===== src/design/dsad_cfg.svh =====
// data space access decode: address map and step constants
`ifndef DSAD_CFG_SVH
`define DSAD_CFG_SVH
`define DSAD_Y_BASE    16'h1000
`define DSAD_Y_LAST    16'h17FF
`define DSAD_MEM_LAST  16'h1FFF
`define DSAD_NEAR_MASK 16'h1FFF
`define DSAD_SP_FLOOR  16'h0800
`define DSAD_SP_RST    16'h0800
`define DSAD_LIM_RST   16'h0000
`define DSAD_ZERO      16'h0000
`define DSAD_BSTEP     16'h0001
`define DSAD_WSTEP     16'h0002
`endif


===== src/design/dsad_pkg.sv =====
// data space access decode: shared types
package dsad_pkg;
   typedef enum logic [2:0] {
      AM_IND  = 3'b000,
      AM_INC  = 3'b001,
      AM_DEC  = 3'b010,
      AM_NEAR = 3'b011,
      AM_DIR  = 3'b100
   } dsad_amode_e;
   typedef enum logic [1:0] {
      PK_DATA = 2'b00,
      PK_CALL = 2'b01,
      PK_EXC  = 2'b10
   } dsad_pkind_e;
   typedef struct packed {
      logic [15:0] sp;
      logic [15:0] lim;
   } dsad_stk_s;
   typedef struct packed {
      logic [14:0] x_addr;
      logic        x_rd;
      logic        x_we_lo;
      logic        x_we_hi;
      logic [15:0] x_wdata;
      logic [14:0] y_addr;
      logic        y_rd;
      logic        x_zero;
      logic        y_zero;
      logic        x_byte;
      logic        x_hi;
      logic        x_merge;
      logic [7:0]  dst_hi;
      logic        rd_valid;
      logic [15:0] x_rdata;
      logic [15:0] y_rdata;
      logic        addr_trap;
      logic        stk_trap;
      logic        ptr_upd;
      logic [15:0] x_ptr_nx;
      logic [15:0] y_ptr_nx;
   } dsad_top_s;
endpackage


===== src/design/dsad_top.sv =====
// data space access decode: x/y read paths, write lanes, traps
`timescale 1ns/10ps
`default_nettype none
`include "dsad_cfg.svh"
module dsad_top
(
   input  wire logic                  clock,
   input  wire logic                  rstn,
   input  wire logic                  op_valid,
   input  wire logic                  op_mac,
   input  wire logic                  op_write,
   input  wire logic                  op_byte,
   input  wire logic                  op_accwb,
   input  wire logic                  op_wreg,
   input  wire dsad_pkg::dsad_amode_e op_amode,
   input  wire logic [15:0]           op_direct,
   input  wire logic [15:0]           op_wdata,
   input  wire logic [15:0]           dst_old,
   input  wire logic [15:0]           source_work_reg,
   input  wire logic [15:0]           x_pointer_first,
   input  wire logic [15:0]           x_pointer_second,
   input  wire logic [15:0]           y_pointer_first,
   input  wire logic [15:0]           y_pointer_second,
   input  wire logic                  x_mac_sel,
   input  wire logic                  y_mac_sel,
   input  wire dsad_pkg::dsad_amode_e y_amode,
   input  wire logic                  xmod_en,
   input  wire logic [15:0]           xmod_start,
   input  wire logic [15:0]           xmod_end,
   input  wire logic                  ymod_en,
   input  wire logic [15:0]           ymod_start,
   input  wire logic [15:0]           ymod_end,
   input  wire logic                  brev_en,
   input  wire logic [15:0]           brev_step,
   input  wire logic                  stk_push,
   input  wire logic                  stk_pop,
   input  wire dsad_pkg::dsad_pkind_e stk_kind,
   input  wire logic [7:0]            pc_high,
   input  wire logic [7:0]            status_low_byte,
   input  wire logic                  lim_we,
   input  wire logic [15:0]           lim_wdata,
   input  wire logic [15:0]           x_mem_rdata,
   input  wire logic [15:0]           y_mem_rdata,
   output logic      [14:0]           x_mem_addr,
   output logic                       x_mem_rd,
   output logic                       x_mem_we_lo,
   output logic                       x_mem_we_hi,
   output logic      [15:0]           x_mem_wdata,
   output logic      [14:0]           y_mem_addr,
   output logic                       y_mem_rd,
   output logic                       ptr_upd,
   output logic      [15:0]           x_ptr_next,
   output logic      [15:0]           y_ptr_next,
   output logic                       rd_valid,
   output logic      [15:0]           x_rdata,
   output logic      [15:0]           y_rdata,
   output logic                       addr_err_trap,
   output logic                       stack_err_trap,
   output logic      [15:0]           stack_pointer_reg,
   output logic      [15:0]           stack_limit_reg
);
   import dsad_pkg::*;

   function automatic logic in_y(input logic [15:0] a);
      in_y = (a >= `DSAD_Y_BASE) && (a <= `DSAD_Y_LAST);
   endfunction

   function automatic logic impl(input logic [15:0] a);
      impl = (a <= `DSAD_MEM_LAST);
   endfunction

   dsad_top_s   st;
   dsad_top_s   nx;
   logic [15:0] x_ptr;
   logic [15:0] y_ptr;
   logic [15:0] x_ea;
   logic [15:0] y_ea;
   logic [15:0] x_pn;
   logic [15:0] y_pn;
   logic [15:0] stk_ea;
   logic        stk_fault;
   logic        stk_op;
   logic        x_brev;
   logic        wsize;
   logic        misal;
   logic [7:0]  rbyte;

   // mac class reads are bound to their dedicated pointer pairs
   assign x_ptr  = op_mac ? (x_mac_sel ? x_pointer_second : x_pointer_first)
                          : source_work_reg;
   assign y_ptr  = y_mac_sel ? y_pointer_second : y_pointer_first;
   assign x_brev = brev_en && op_write && !op_mac;
   assign stk_op = stk_push || stk_pop;

   dsad_agu u_xagu
   (
      .ptr       (x_ptr),
      .mode      (op_amode),
      .direct    (op_direct),
      .byte_op   (op_byte),
      .mod_en    (xmod_en),
      .mod_start (xmod_start),
      .mod_end   (xmod_end),
      .brev_en   (x_brev),
      .brev_step (brev_step),
      .ea        (x_ea),
      .ptr_next  (x_pn)
   );

   // y only fetches words and never bit-reverses
   dsad_agu u_yagu
   (
      .ptr       (y_ptr),
      .mode      (y_amode),
      .direct    (`DSAD_ZERO),
      .byte_op   (1'b0),
      .mod_en    (ymod_en),
      .mod_start (ymod_start),
      .mod_end   (ymod_end),
      .brev_en   (1'b0),
      .brev_step (`DSAD_ZERO),
      .ea        (y_ea),
      .ptr_next  (y_pn)
   );

   dsad_stack u_stack
   (
      .clock     (clock),
      .rstn      (rstn),
      .push      (stk_push),
      .pop       (stk_pop),
      .lim_we    (lim_we),
      .lim_wdata (lim_wdata),
      .sp        (stack_pointer_reg),
      .lim       (stack_limit_reg),
      .stk_ea    (stk_ea),
      .fault     (stk_fault)
   );

   always_comb
   begin
      nx = st;
      nx.x_rd      = 1'b0;
      nx.x_we_lo   = 1'b0;
      nx.x_we_hi   = 1'b0;
      nx.y_rd      = 1'b0;
      nx.rd_valid  = 1'b0;
      nx.addr_trap = 1'b0;
      nx.stk_trap  = 1'b0;
      nx.ptr_upd   = 1'b0;
      // accumulator write-back is always a full word
      wsize = !op_byte || op_accwb;
      misal = wsize && x_ea[0];
      rbyte = st.x_hi ? x_mem_rdata[15:8] : x_mem_rdata[7:0];
      if (stk_op)
      begin
         nx.x_addr   = stk_ea[15:1];
         nx.x_rd     = stk_pop;
         nx.x_we_lo  = stk_push;
         nx.x_we_hi  = stk_push;
         nx.x_zero   = 1'b0;
         nx.x_byte   = 1'b0;
         nx.x_merge  = 1'b0;
         nx.stk_trap = stk_fault;
         case (stk_kind)
            PK_CALL: nx.x_wdata = {8'h00, pc_high};
            PK_EXC:  nx.x_wdata = {status_low_byte, pc_high};
            default: nx.x_wdata = op_wdata;
         endcase
      end
      else if (op_valid)
      begin
         // full 16-bit byte address, word index on the array
         nx.x_addr    = x_ea[15:1];
         nx.addr_trap = misal;
         nx.ptr_upd   = 1'b1;
         nx.x_ptr_nx  = x_pn;
         nx.y_ptr_nx  = y_pn;
         if (op_write)
         begin
            // writes see x and y as one space, so no y exclusion here
            nx.x_we_lo = impl(x_ea) && !misal && (wsize || !x_ea[0]);
            nx.x_we_hi = impl(x_ea) && !misal && (wsize || x_ea[0]);
            nx.x_wdata = wsize ? op_wdata : {op_wdata[7:0], op_wdata[7:0]};
         end
         else
         begin
            // a misaligned read still completes; the trap comes with the read strobe, a cycle before the data
            nx.x_rd    = 1'b1;
            nx.x_zero  = !impl(x_ea) || (op_mac && in_y(x_ea));
            nx.x_byte  = op_byte;
            nx.x_hi    = x_ea[0];
            nx.x_merge = op_byte && op_wreg;
            nx.dst_hi  = dst_old[15:8];
            if (op_mac)
            begin
               nx.y_rd      = 1'b1;
               nx.y_addr    = y_ea[15:1];
               nx.y_zero    = !in_y(y_ea);
               nx.addr_trap = misal || y_ea[0];
            end
         end
      end
      // arrays answer combinationally while the read strobe stands
      if (st.x_rd || st.y_rd)
      begin
         nx.rd_valid = 1'b1;
         if (st.x_zero)
            nx.x_rdata = st.x_merge ? {st.dst_hi, 8'h00} : `DSAD_ZERO;
         else if (st.x_merge)
            nx.x_rdata = {st.dst_hi, rbyte};
         else if (st.x_byte)
            nx.x_rdata = {8'h00, rbyte};
         else
            nx.x_rdata = x_mem_rdata;
         nx.y_rdata = (st.y_zero || !st.y_rd) ? `DSAD_ZERO : y_mem_rdata;
      end
   end

   always_ff @(posedge clock or negedge rstn)
   begin
      if (!rstn)
         st <= '0;
      else
         st <= nx;
   end

   assign x_mem_addr     = st.x_addr;
   assign x_mem_rd       = st.x_rd;
   assign x_mem_we_lo    = st.x_we_lo;
   assign x_mem_we_hi    = st.x_we_hi;
   assign x_mem_wdata    = st.x_wdata;
   assign y_mem_addr     = st.y_addr;
   assign y_mem_rd       = st.y_rd;
   assign ptr_upd        = st.ptr_upd;
   assign x_ptr_next     = st.x_ptr_nx;
   assign y_ptr_next     = st.y_ptr_nx;
   assign rd_valid       = st.rd_valid;
   assign x_rdata        = st.x_rdata;
   assign y_rdata        = st.y_rdata;
   assign addr_err_trap  = st.addr_trap;
   assign stack_err_trap = st.stk_trap;
endmodule
`default_nettype wire


===== src/design/dsad_agu.sv =====
// address generation: effective address and pointer post-modify
`timescale 1ns/10ps
`default_nettype none
`include "dsad_cfg.svh"
module dsad_agu
(
   input  wire logic [15:0]         ptr,
   input  wire dsad_pkg::dsad_amode_e mode,
   input  wire logic [15:0]         direct,
   input  wire logic                byte_op,
   input  wire logic                mod_en,
   input  wire logic [15:0]         mod_start,
   input  wire logic [15:0]         mod_end,
   input  wire logic                brev_en,
   input  wire logic [15:0]         brev_step,
   output logic      [15:0]         ea,
   output logic      [15:0]         ptr_next
);
   import dsad_pkg::*;

   function automatic logic [15:0] rev16(input logic [15:0] a);
      for (int i = 0; i < 16; i++)
         rev16[i] = a[15 - i];
   endfunction

   logic [15:0] step;

   always_comb
   begin
      step = byte_op ? `DSAD_BSTEP : `DSAD_WSTEP;
      case (mode)
         AM_NEAR: ea = direct & `DSAD_NEAR_MASK;
         AM_DIR:  ea = direct;
         default: ea = ptr;
      endcase
      ptr_next = ptr;
      case (mode)
         AM_INC:
         begin
            // reverse-carry add walks fft order; modulo is off while it runs
            if (brev_en)
               ptr_next = rev16(rev16(ptr) + rev16(brev_step));
            else if (mod_en && (ptr + step > mod_end))
               ptr_next = mod_start;
            else
               ptr_next = ptr + step;
         end
         AM_DEC:
         begin
            if (mod_en && !brev_en && (ptr - step < mod_start))
               ptr_next = mod_end + `DSAD_BSTEP - step;
            else
               ptr_next = ptr - step;
         end
         default: ptr_next = ptr;
      endcase
   end
endmodule
`default_nettype wire


===== src/design/dsad_stack.sv =====
// stack pointer, stack limit and stack error detection
`timescale 1ns/10ps
`default_nettype none
`include "dsad_cfg.svh"
module dsad_stack
(
   input  wire logic        clock,
   input  wire logic        rstn,
   input  wire logic        push,
   input  wire logic        pop,
   input  wire logic        lim_we,
   input  wire logic [15:0] lim_wdata,
   output logic      [15:0] sp,
   output logic      [15:0] lim,
   output logic      [15:0] stk_ea,
   output logic             fault
);
   import dsad_pkg::*;

   dsad_stk_s st;
   dsad_stk_s nx;

   always_comb
   begin
      nx = st;
      // push post-increments, pop pre-decrements; push wins a clash
      stk_ea = push ? st.sp : st.sp - `DSAD_WSTEP;
      if (push)
         nx.sp = st.sp + `DSAD_WSTEP;
      else if (pop)
         nx.sp = st.sp - `DSAD_WSTEP;
      if (lim_we)
         nx.lim = {lim_wdata[15:1], 1'b0};
      // equal to the limit is still legal; only beyond it faults
      fault = (push && (st.sp > st.lim))
         || ((push || pop) && (stk_ea < `DSAD_SP_FLOOR));
   end

   always_ff @(posedge clock or negedge rstn)
   begin
      if (!rstn)
      begin
         st.sp  <= `DSAD_SP_RST;
         st.lim <= `DSAD_LIM_RST;
      end
      else
         st <= nx;
   end

   assign sp  = st.sp;
   assign lim = st.lim;
endmodule
`default_nettype wire


===== config.mk =====
export PLATFORM = sky130hd
export DESIGN_NAME = dsad_top
export DESIGN_NICKNAME = d
export VERILOG_FILES = /design/src/design/dsad_pkg.sv /design/src/design/dsad_top.sv /design/src/design/dsad_agu.sv /design/src/design/dsad_stack.sv
export VERILOG_INCLUDE_DIRS = /design/src /design/src/design
export SDC_FILE = /design/constraint.sdc
export NUM_CORES = 1
export LEC_CHECK = 0
export BUFFER_PORTS_ARGS = -buffer_cell sky130_fd_sc_hd__buf_2
export CAP_MARGIN = 20
export CORE_ASPECT_RATIO = 1.5
export CORE_MARGIN = 10
export CORE_UTILIZATION = 57
export DETAILED_ROUTE_END_ITERATION = 6
export GPL_ROUTABILITY_DRIVEN = 1
export GPL_TIMING_DRIVEN = 0
export PLACE_DENSITY = 0.87
export SYNTH_ARGS = -nofsm -noshare
export SYNTH_HDL_FRONTEND = slang
export SYNTH_SLANG_ARGS = --single-unit

===== constraint.sdc =====
create_clock -name clock -period 5.8 [get_ports clock]
set_clock_uncertainty 0.15 [all_clocks]
set_input_delay 0.87 -clock clock [delete_from_list [all_inputs] [get_ports clock]]
set_output_delay 0.87 -clock clock [all_outputs]
set_load 0.1 [all_outputs]

Word-level counts from Yosys, hierarchy flattened:

Index checks and enable logic that the tools add are counted.

* $add $sub $neg: 11
* $lt $le $gt $ge: 11
* equal/unequal tests: 11
* muxes and demuxes: 43
* bitwise gates (word level): 2
* reduce and logical (&&, ||, !) cells: 43

Operators by type and width (count)
* 16-bit 2-to-1 mux: 19
* 16-bit one-hot mux with 2 select lines: 4
* 33-bit 2-to-1 mux: 3
* 63-bit 2-to-1 mux: 1
* 16-bit greater-than comparator: 3
* 16-bit by 13-bit <= comparator with 1-bit output (second input constant): 3
* 16-bit by 2-bit subtractor with 16-bit output (second input constant): 3
* 34-bit 2-to-1 mux: 1
* 16-bit by 1-bit adder with 16-bit output (second input constant): 2
* 16-bit adder: 2
* 16-bit by 2-bit adder with 16-bit output (second input constant): 2
* 16-bit by 13-bit >= comparator with 1-bit output (second input constant): 2
* 16-bit < comparator: 2
* 16-bit subtractor: 2
* 29-bit 2-to-1 mux: 1
* 18-bit 2-to-1 mux: 1
* 1-bit logical AND: 17
* 16-bit by 12-bit < comparator with 1-bit output (second input constant): 1
* 3-bit by 2-bit equality test with 1-bit output (second input constant): 4
* 1-bit 2-to-1 mux: 11
* 1-bit logical OR: 9
* 1-bit logical NOT: 8
* 8-bit 2-to-1 mux: 1
* 3-bit by 1-bit equality test with 1-bit output (second input constant): 2
* other kinds (11): 17

* register bits after elaboration: 162
* input bits: 296
* output and inout port bits: 150
* logic and storage cells: 144

Depth between registers and ports, before layout:

* depth in word-level cells: 10
* gate-level depth with buffers: 26
* depth with buffers taken out: 21

Cells and area by module:

A second synthesis with hierarchy kept.

* cell total of the unflattened synthesis: 1839
* area, all modules: 16326.9 um^2

By module, submodules not included
* dsad_top: instances 1, cells an instance 587, area each 6870.3 um^2, seq. area each 3278.1 um^2
* dsad_agu at u_xagu: instances 1, cells an instance 519, area each 3778.6 um^2, seq. area each 0.0 um^2
* dsad_agu at u_yagu: instances 1, cells an instance 504, area each 3593.4 um^2, seq. area each 0.0 um^2
* dsad_stack: instances 1, cells an instance 229, area each 2084.5 um^2, seq. area each 752.0 um^2

Worst setup path after synthesis:

Ideal clock, no wire load.

* kind: in2reg
* start: input op_mac
* end: register st (netlist bit x_ptr_next[4])
* setup time: 88 ps
* data arrival time: 5539 ps
* data required time: 5562 ps
* slack: 22 ps
* stages: 23
* buffers on the path: 6
* cell sequence: buf_4 buf_4 buf_2 clkbuf_1 o21ai_0 inv_1 ha_1 inv_1 fa_1 a211oi_1 nand4_1 nor4_1 xor2_1 ha_1 nand4_1 or4_1 a21o_1 o211ai_1 and2_0 clkbuf_1 clkbuf_1 o211ai_1 a41oi_1

* cells in the longest elaborated chain, start to end: 7
* elaborated cells between the ends (all ways): 16
* classes of those cells: add/sub: 3; order compare: 2; mux: 5; reduce/logical: 6

Ends and longest elaborated chain
* from (decl): RTL line dsad_top.sv:10 `input wire logic op_mac,`
* 16-bit 2-to-1 mux or 1-bit logical NOT (tied branches): RTL line dsad_top.sv:89, dsad_top.sv:92
* 16-bit adder or 1-bit logical AND (tied branches): RTL line dsad_agu.sv:43, dsad_agu.sv:46, dsad_top.sv:92
* 16-bit greater-than comparator or 1-bit logical NOT (tied branches): RTL line dsad_agu.sv:43, dsad_agu.sv:50
* 1-bit logical AND (on tied branches): RTL line dsad_agu.sv:43, dsad_agu.sv:50
* 16-bit 2-to-1 mux or 1-bit logical AND (tied branches): RTL line dsad_agu.sv:43, dsad_agu.sv:50
* 16-bit 2-to-1 mux (on tied branches): RTL line dsad_agu.sv:41, dsad_agu.sv:50
* 16-bit one-hot mux with 2 select lines (*): RTL line dsad_agu.sv:37 `case (mode)`
* to (signal assigned): RTL line dsad_top.sv:225 `st <= nx;`
* to (decl): RTL line dsad_top.sv:72 `dsad_top_s st;`

Every way passes the cells marked *; elsewhere a longest branch is shown, timed or not.
A chain may end at the register's enable or synchronous reset.

Final worst setup path:

* start: input op_mac
* end: register st (netlist bit x_ptr_next[7])

Same word-level chain as after synthesis.

==> key figures <==
Status
  • Status: finished clean

Drt
  • Via-to-Cell Ratio: 5.98
  • Vias: 15600
  • WL final: 57.1 mm
  • Antenna Nets Post-Route: 0
  • DRT Pass-1 Iters: 6
  • Routed WL per cell: 21.9 µm
  • DRC: 0
  • DR iter-0 viols: 1194

GRT
  • Vias in the first global route: 15600
  • Gr usage total: 33.9%
  • Initial antenna violation count: 12
  • Total gr overflow: 0
  • Met3 global-route usage: 6.18%
  • Met2 Use GR: 56.7%
  • Largest net degree at the start of global routing: 118
  • Most Used Layer, Global Route: met2
  • First-pass GRT wire length: 86.2 mm
  • GRT met1 Usage: slightly below 40%

STA
  • Slew Viols, Final: 0
  • Slew HR: between 20% and 30%
  • Worst-margin pin slew: 1.08 ns
  • Fin crit period: roughly 5.7 ns
  • Fmax: around 0.18 GHz
  • Crit share post-route: 98.2%
  • Hold Vio Cnt, Final: 0
  • Final Setup Violations: 0

Floorplanning
  • Initial Util: between 50% and 60%
  • I/O pin count: 446
  • Die width: 150 µm
  • Site Rows: between 70 and 80
  • Die area: 32400 µm²
  • Die height: between 200 and 250 µm
  • Core Area: 25100 µm²

CTS
  • CTS root buf: clkbuf_16
  • CTS tree: yes
  • Longest Clk Path Bufs: 2
  • Clk_lat worst skew: 0.45 ns
  • Total clock sinks: 161
  • CTS buffer count: 17
  • Clock slew at reported path FFs: 0.07 ns
  • H-tree depth reported by CTS: 4

Worst setup path
  • Worst Path Max Fanout: 28
  • Slowest stage delay, CP: ~0.53 ns
  • Worst setup SP type: primary input
  • Worst setup EP type: register
  • Reg2reg start: u_stack.sp[2]$_DFFE_PN0N_
  • Slowest cell on crit path: or4_1
  • Buffers plus inverters on the worst setup path: 8
  • Cells along the critical path: buf_2, buf_8, clkbuf_8, nand2_1, o21ai_2, inv_1, ha_1, inv_1, fa_1, a211oi_2, nand4_1, buf_4, nor4_1, xor2_1, ha_1, nand4_1, or4_1, o21a_1, and2_0, clkbuf_2, clkbuf_2, a311oi_1, a31oi_1
  • R2R Setup Slk: around 2.6 ns
  • Critical path required time: 5.96 ns
  • CP Depth: 23
  • CP Class: primary input to register
  • Worst Setup SP: op_mac
  • Critical path arrival: 5.85 ns
  • Crit-path leading delay family: simple AND/OR/NAND/NOR gates
  • R2R cell count: 8

Place
  • Final RePlAce weighted congestion: 1.02
  • IO Port Bufs: 430
  • Hpwl dp: about 47 mm
  • Placed cell count: 2547

Final layout
  • Fin cells: ~2600
  • Final core utilization: a little under three quarters
  • # fillers: 2060
  • Layout cells sized above 1: 29.2%
  • Fin nets: 2667
  • Syn-to-layout area delta: 23.4%

Logic synthesis
  • Compound-Gate Fraction of Synth Area: roughly 22%
  • EDFF count, synth: 0
  • Adder-Cell Fraction of Synth Area: 11.0%
  • Post-synth ARST share: 100%
  • Synth unique cells: 80
  • Synth Instances: 1786
  • Register area share after synthesis: 27.8%
  • Mapped cell area: 14500 µm²
  • Xor/xnor cell area share of the yosys netlist: ~6.5%
  • Post-synthesis mux area share: 5.10%
  • Top FF cell, synth: dfrtp_1
  • Largest family of logic cells by synthesized area: compound AO/OA/AOI/OAI gates
  • Simple-Gate Fraction of Synth Area: 16.8%
  • Post-synthesis register bit count: between 150 and 200
  • Syn_area_per_cell: ~8.1 µm²
  • Synth warn: 0

Power and ir drop
  • Pleak: 8.89 nW
  • Pwr Density: between 300 and 400 nW/µm²
  • VDD IR max: 0.341 mV

Flow run
  • Max-cap check violation count: 0

Hold path
  • HP Class: primary input to asynchronous set/reset pin
[layer usage]
| layer | up-vias | share of wire, % |
|---|---|---|
| li1 | 7207 | - |
| met1 | 7403 | 37 |
| met2 | 820 | 49 |
| met3 | 160 | 8.0 |
| met4 | 0 | 5.5 |
| met5 | - | 0 |
[synthesized netlist by cell type, types with 13 or more instances]
cell,count,area [µm²]
nor2b_1,13,81.3
nand4_1,25,156
or3_1,15,93.8
nand2_1,162,608
a31oi_1,28,175
a221oi_1,17,149
mux2i_1,57,571
a21o_1,23,173
xor2_1,36,315
nor3_1,38,190
o21ai_0,115,576
a22o_1,17,149
o22ai_1,15,93.8
a22oi_1,13,97.6
a21oi_1,122,611
clkbuf_1,57,214
xnor2_1,72,631
a211oi_1,15,113
nor2_1,163,612
buf_4,114,856
nand3_1,46,230
inv_1,113,424
o211ai_1,35,263
dfrtp_1,160,4000
mux2_2,15,169
ha_1,121,1510
[flip-flops by register name, indices dropped and copies added (netlist names)]
| signal | cells |
|---|---|
| addr_err_trap | 1 |
| ptr_upd | 1 |
| rd_valid | 1 |
| st | 13 |
| stack_err_trap | 1 |
| u_stack.lim | 15 |
| u_stack.sp | 15 |
| x_mem_addr | 15 |
| x_mem_rd | 1 |
| x_mem_wdata | 16 |
| x_mem_we_hi | 1 |
| x_mem_we_lo | 1 |
| x_ptr_next | 16 |
| x_rdata | 16 |
| y_mem_addr | 15 |
| y_mem_rd | 1 |
| y_ptr_next | 16 |
| y_rdata | 16 |
[what timing repair did]
item                                    4_1_cts  5_1_grt
endpoints found under the hold margin         0        0
gates resized for setup                      17        6
endpoints found under the setup margin       16       21
buffers inserted                              5        3
hold buffers                                  0        0
pin swaps                                     1        1
[layout by cell type (no fill, tap or decap), types with 15 or more instances in the layout]
cell / n
a21o_1: 22
o211ai_1: 35
a21oi_1: 122
a22o_1: 17
inv_1: 113
dfrtp_1: 160
a31oi_1: 28
mux2i_1: 56
mux2_2: 15
nor2_1: 162
xor2_1: 36
buf_2: 434
nand3_1: 45
clkbuf_1: 55
ha_1: 121
nand4_1: 25
o22ai_1: 15
nor3_1: 37
o21ai_0: 114
xnor2_1: 72
buf_4: 122
diode_2: 19
a221oi_1: 17
nand2_1: 161
clkbuf_16: 17
or3_1: 15
[cell families (layout without fill, tap and decap cells)]
logic type	Yosys count	count (layout)
xor gates and xnor gates	108	108
buffers and inverters	308	780
AOI/OAI and AO/OA	484	484
and+or+nand+nor	527	527
other	1	21
adders and majority gates	125	125
DFF	161	161
muxes	72	72
[layout make-up]
class	instances	area [µm²]	share of cell area, %
repair buffers	442	2280	12.8
diodes	19	47.5	0.266
clock buffers	19	433	2.42
inverters	119	449	2.51
multi-input cells	1318	8930	49.9
well taps	328	410	2.29
flip-flops and latches	161	4030	22.5
clock inverters	13	145	0.811
plain buffers	187	1180	6.59
[where the power goes]
| part | switching, mW | internal, mW |
|---|---|---|
| Clock | 0.532 | 0.608 |
| Sequential | 0.176 | 1.32 |
| Combinational | 2.30 | 0.825 |
| Total | 3.01 | 2.75 |
[path summary, 6_finish.rpt]
path | endpoint
max in group asynchronous | st[73]$_DFFE_PN0P_
worst max-delay path | x_ptr_next[7]$_DFFE_PN0P_
min in group clock | y_mem_addr[8]$_DFFE_PN0P_
worst min-delay path | x_ptr_next[5]$_DFFE_PN0P_
worst min register to register | y_mem_addr[8]$_DFFE_PN0P_
worst max register to register | stack_err_trap$_DFF_PN0_
[per-stage QoR]
stage	worst slack (ns)	hold slack [ns]	setup TNS (ns)	cell area (µm²)	total power, mW
6_report	0.106	0.168	0	17900	5.76
5_1_grt	-0.00125	0.186	-0.00125	17900	6.01
2_1_floorplan	0.0223	0.300	0	14500	3.88
3_3_place_gp	-1.88	0.314	-27.34	17100	4.53
4_1_cts	0.0131	0.174	0	17800	5.73
3_5_place_dp	-2.00	0.322	-29.36	17100	4.58
No activity file was read; power rests on OpenSTA's default activity.
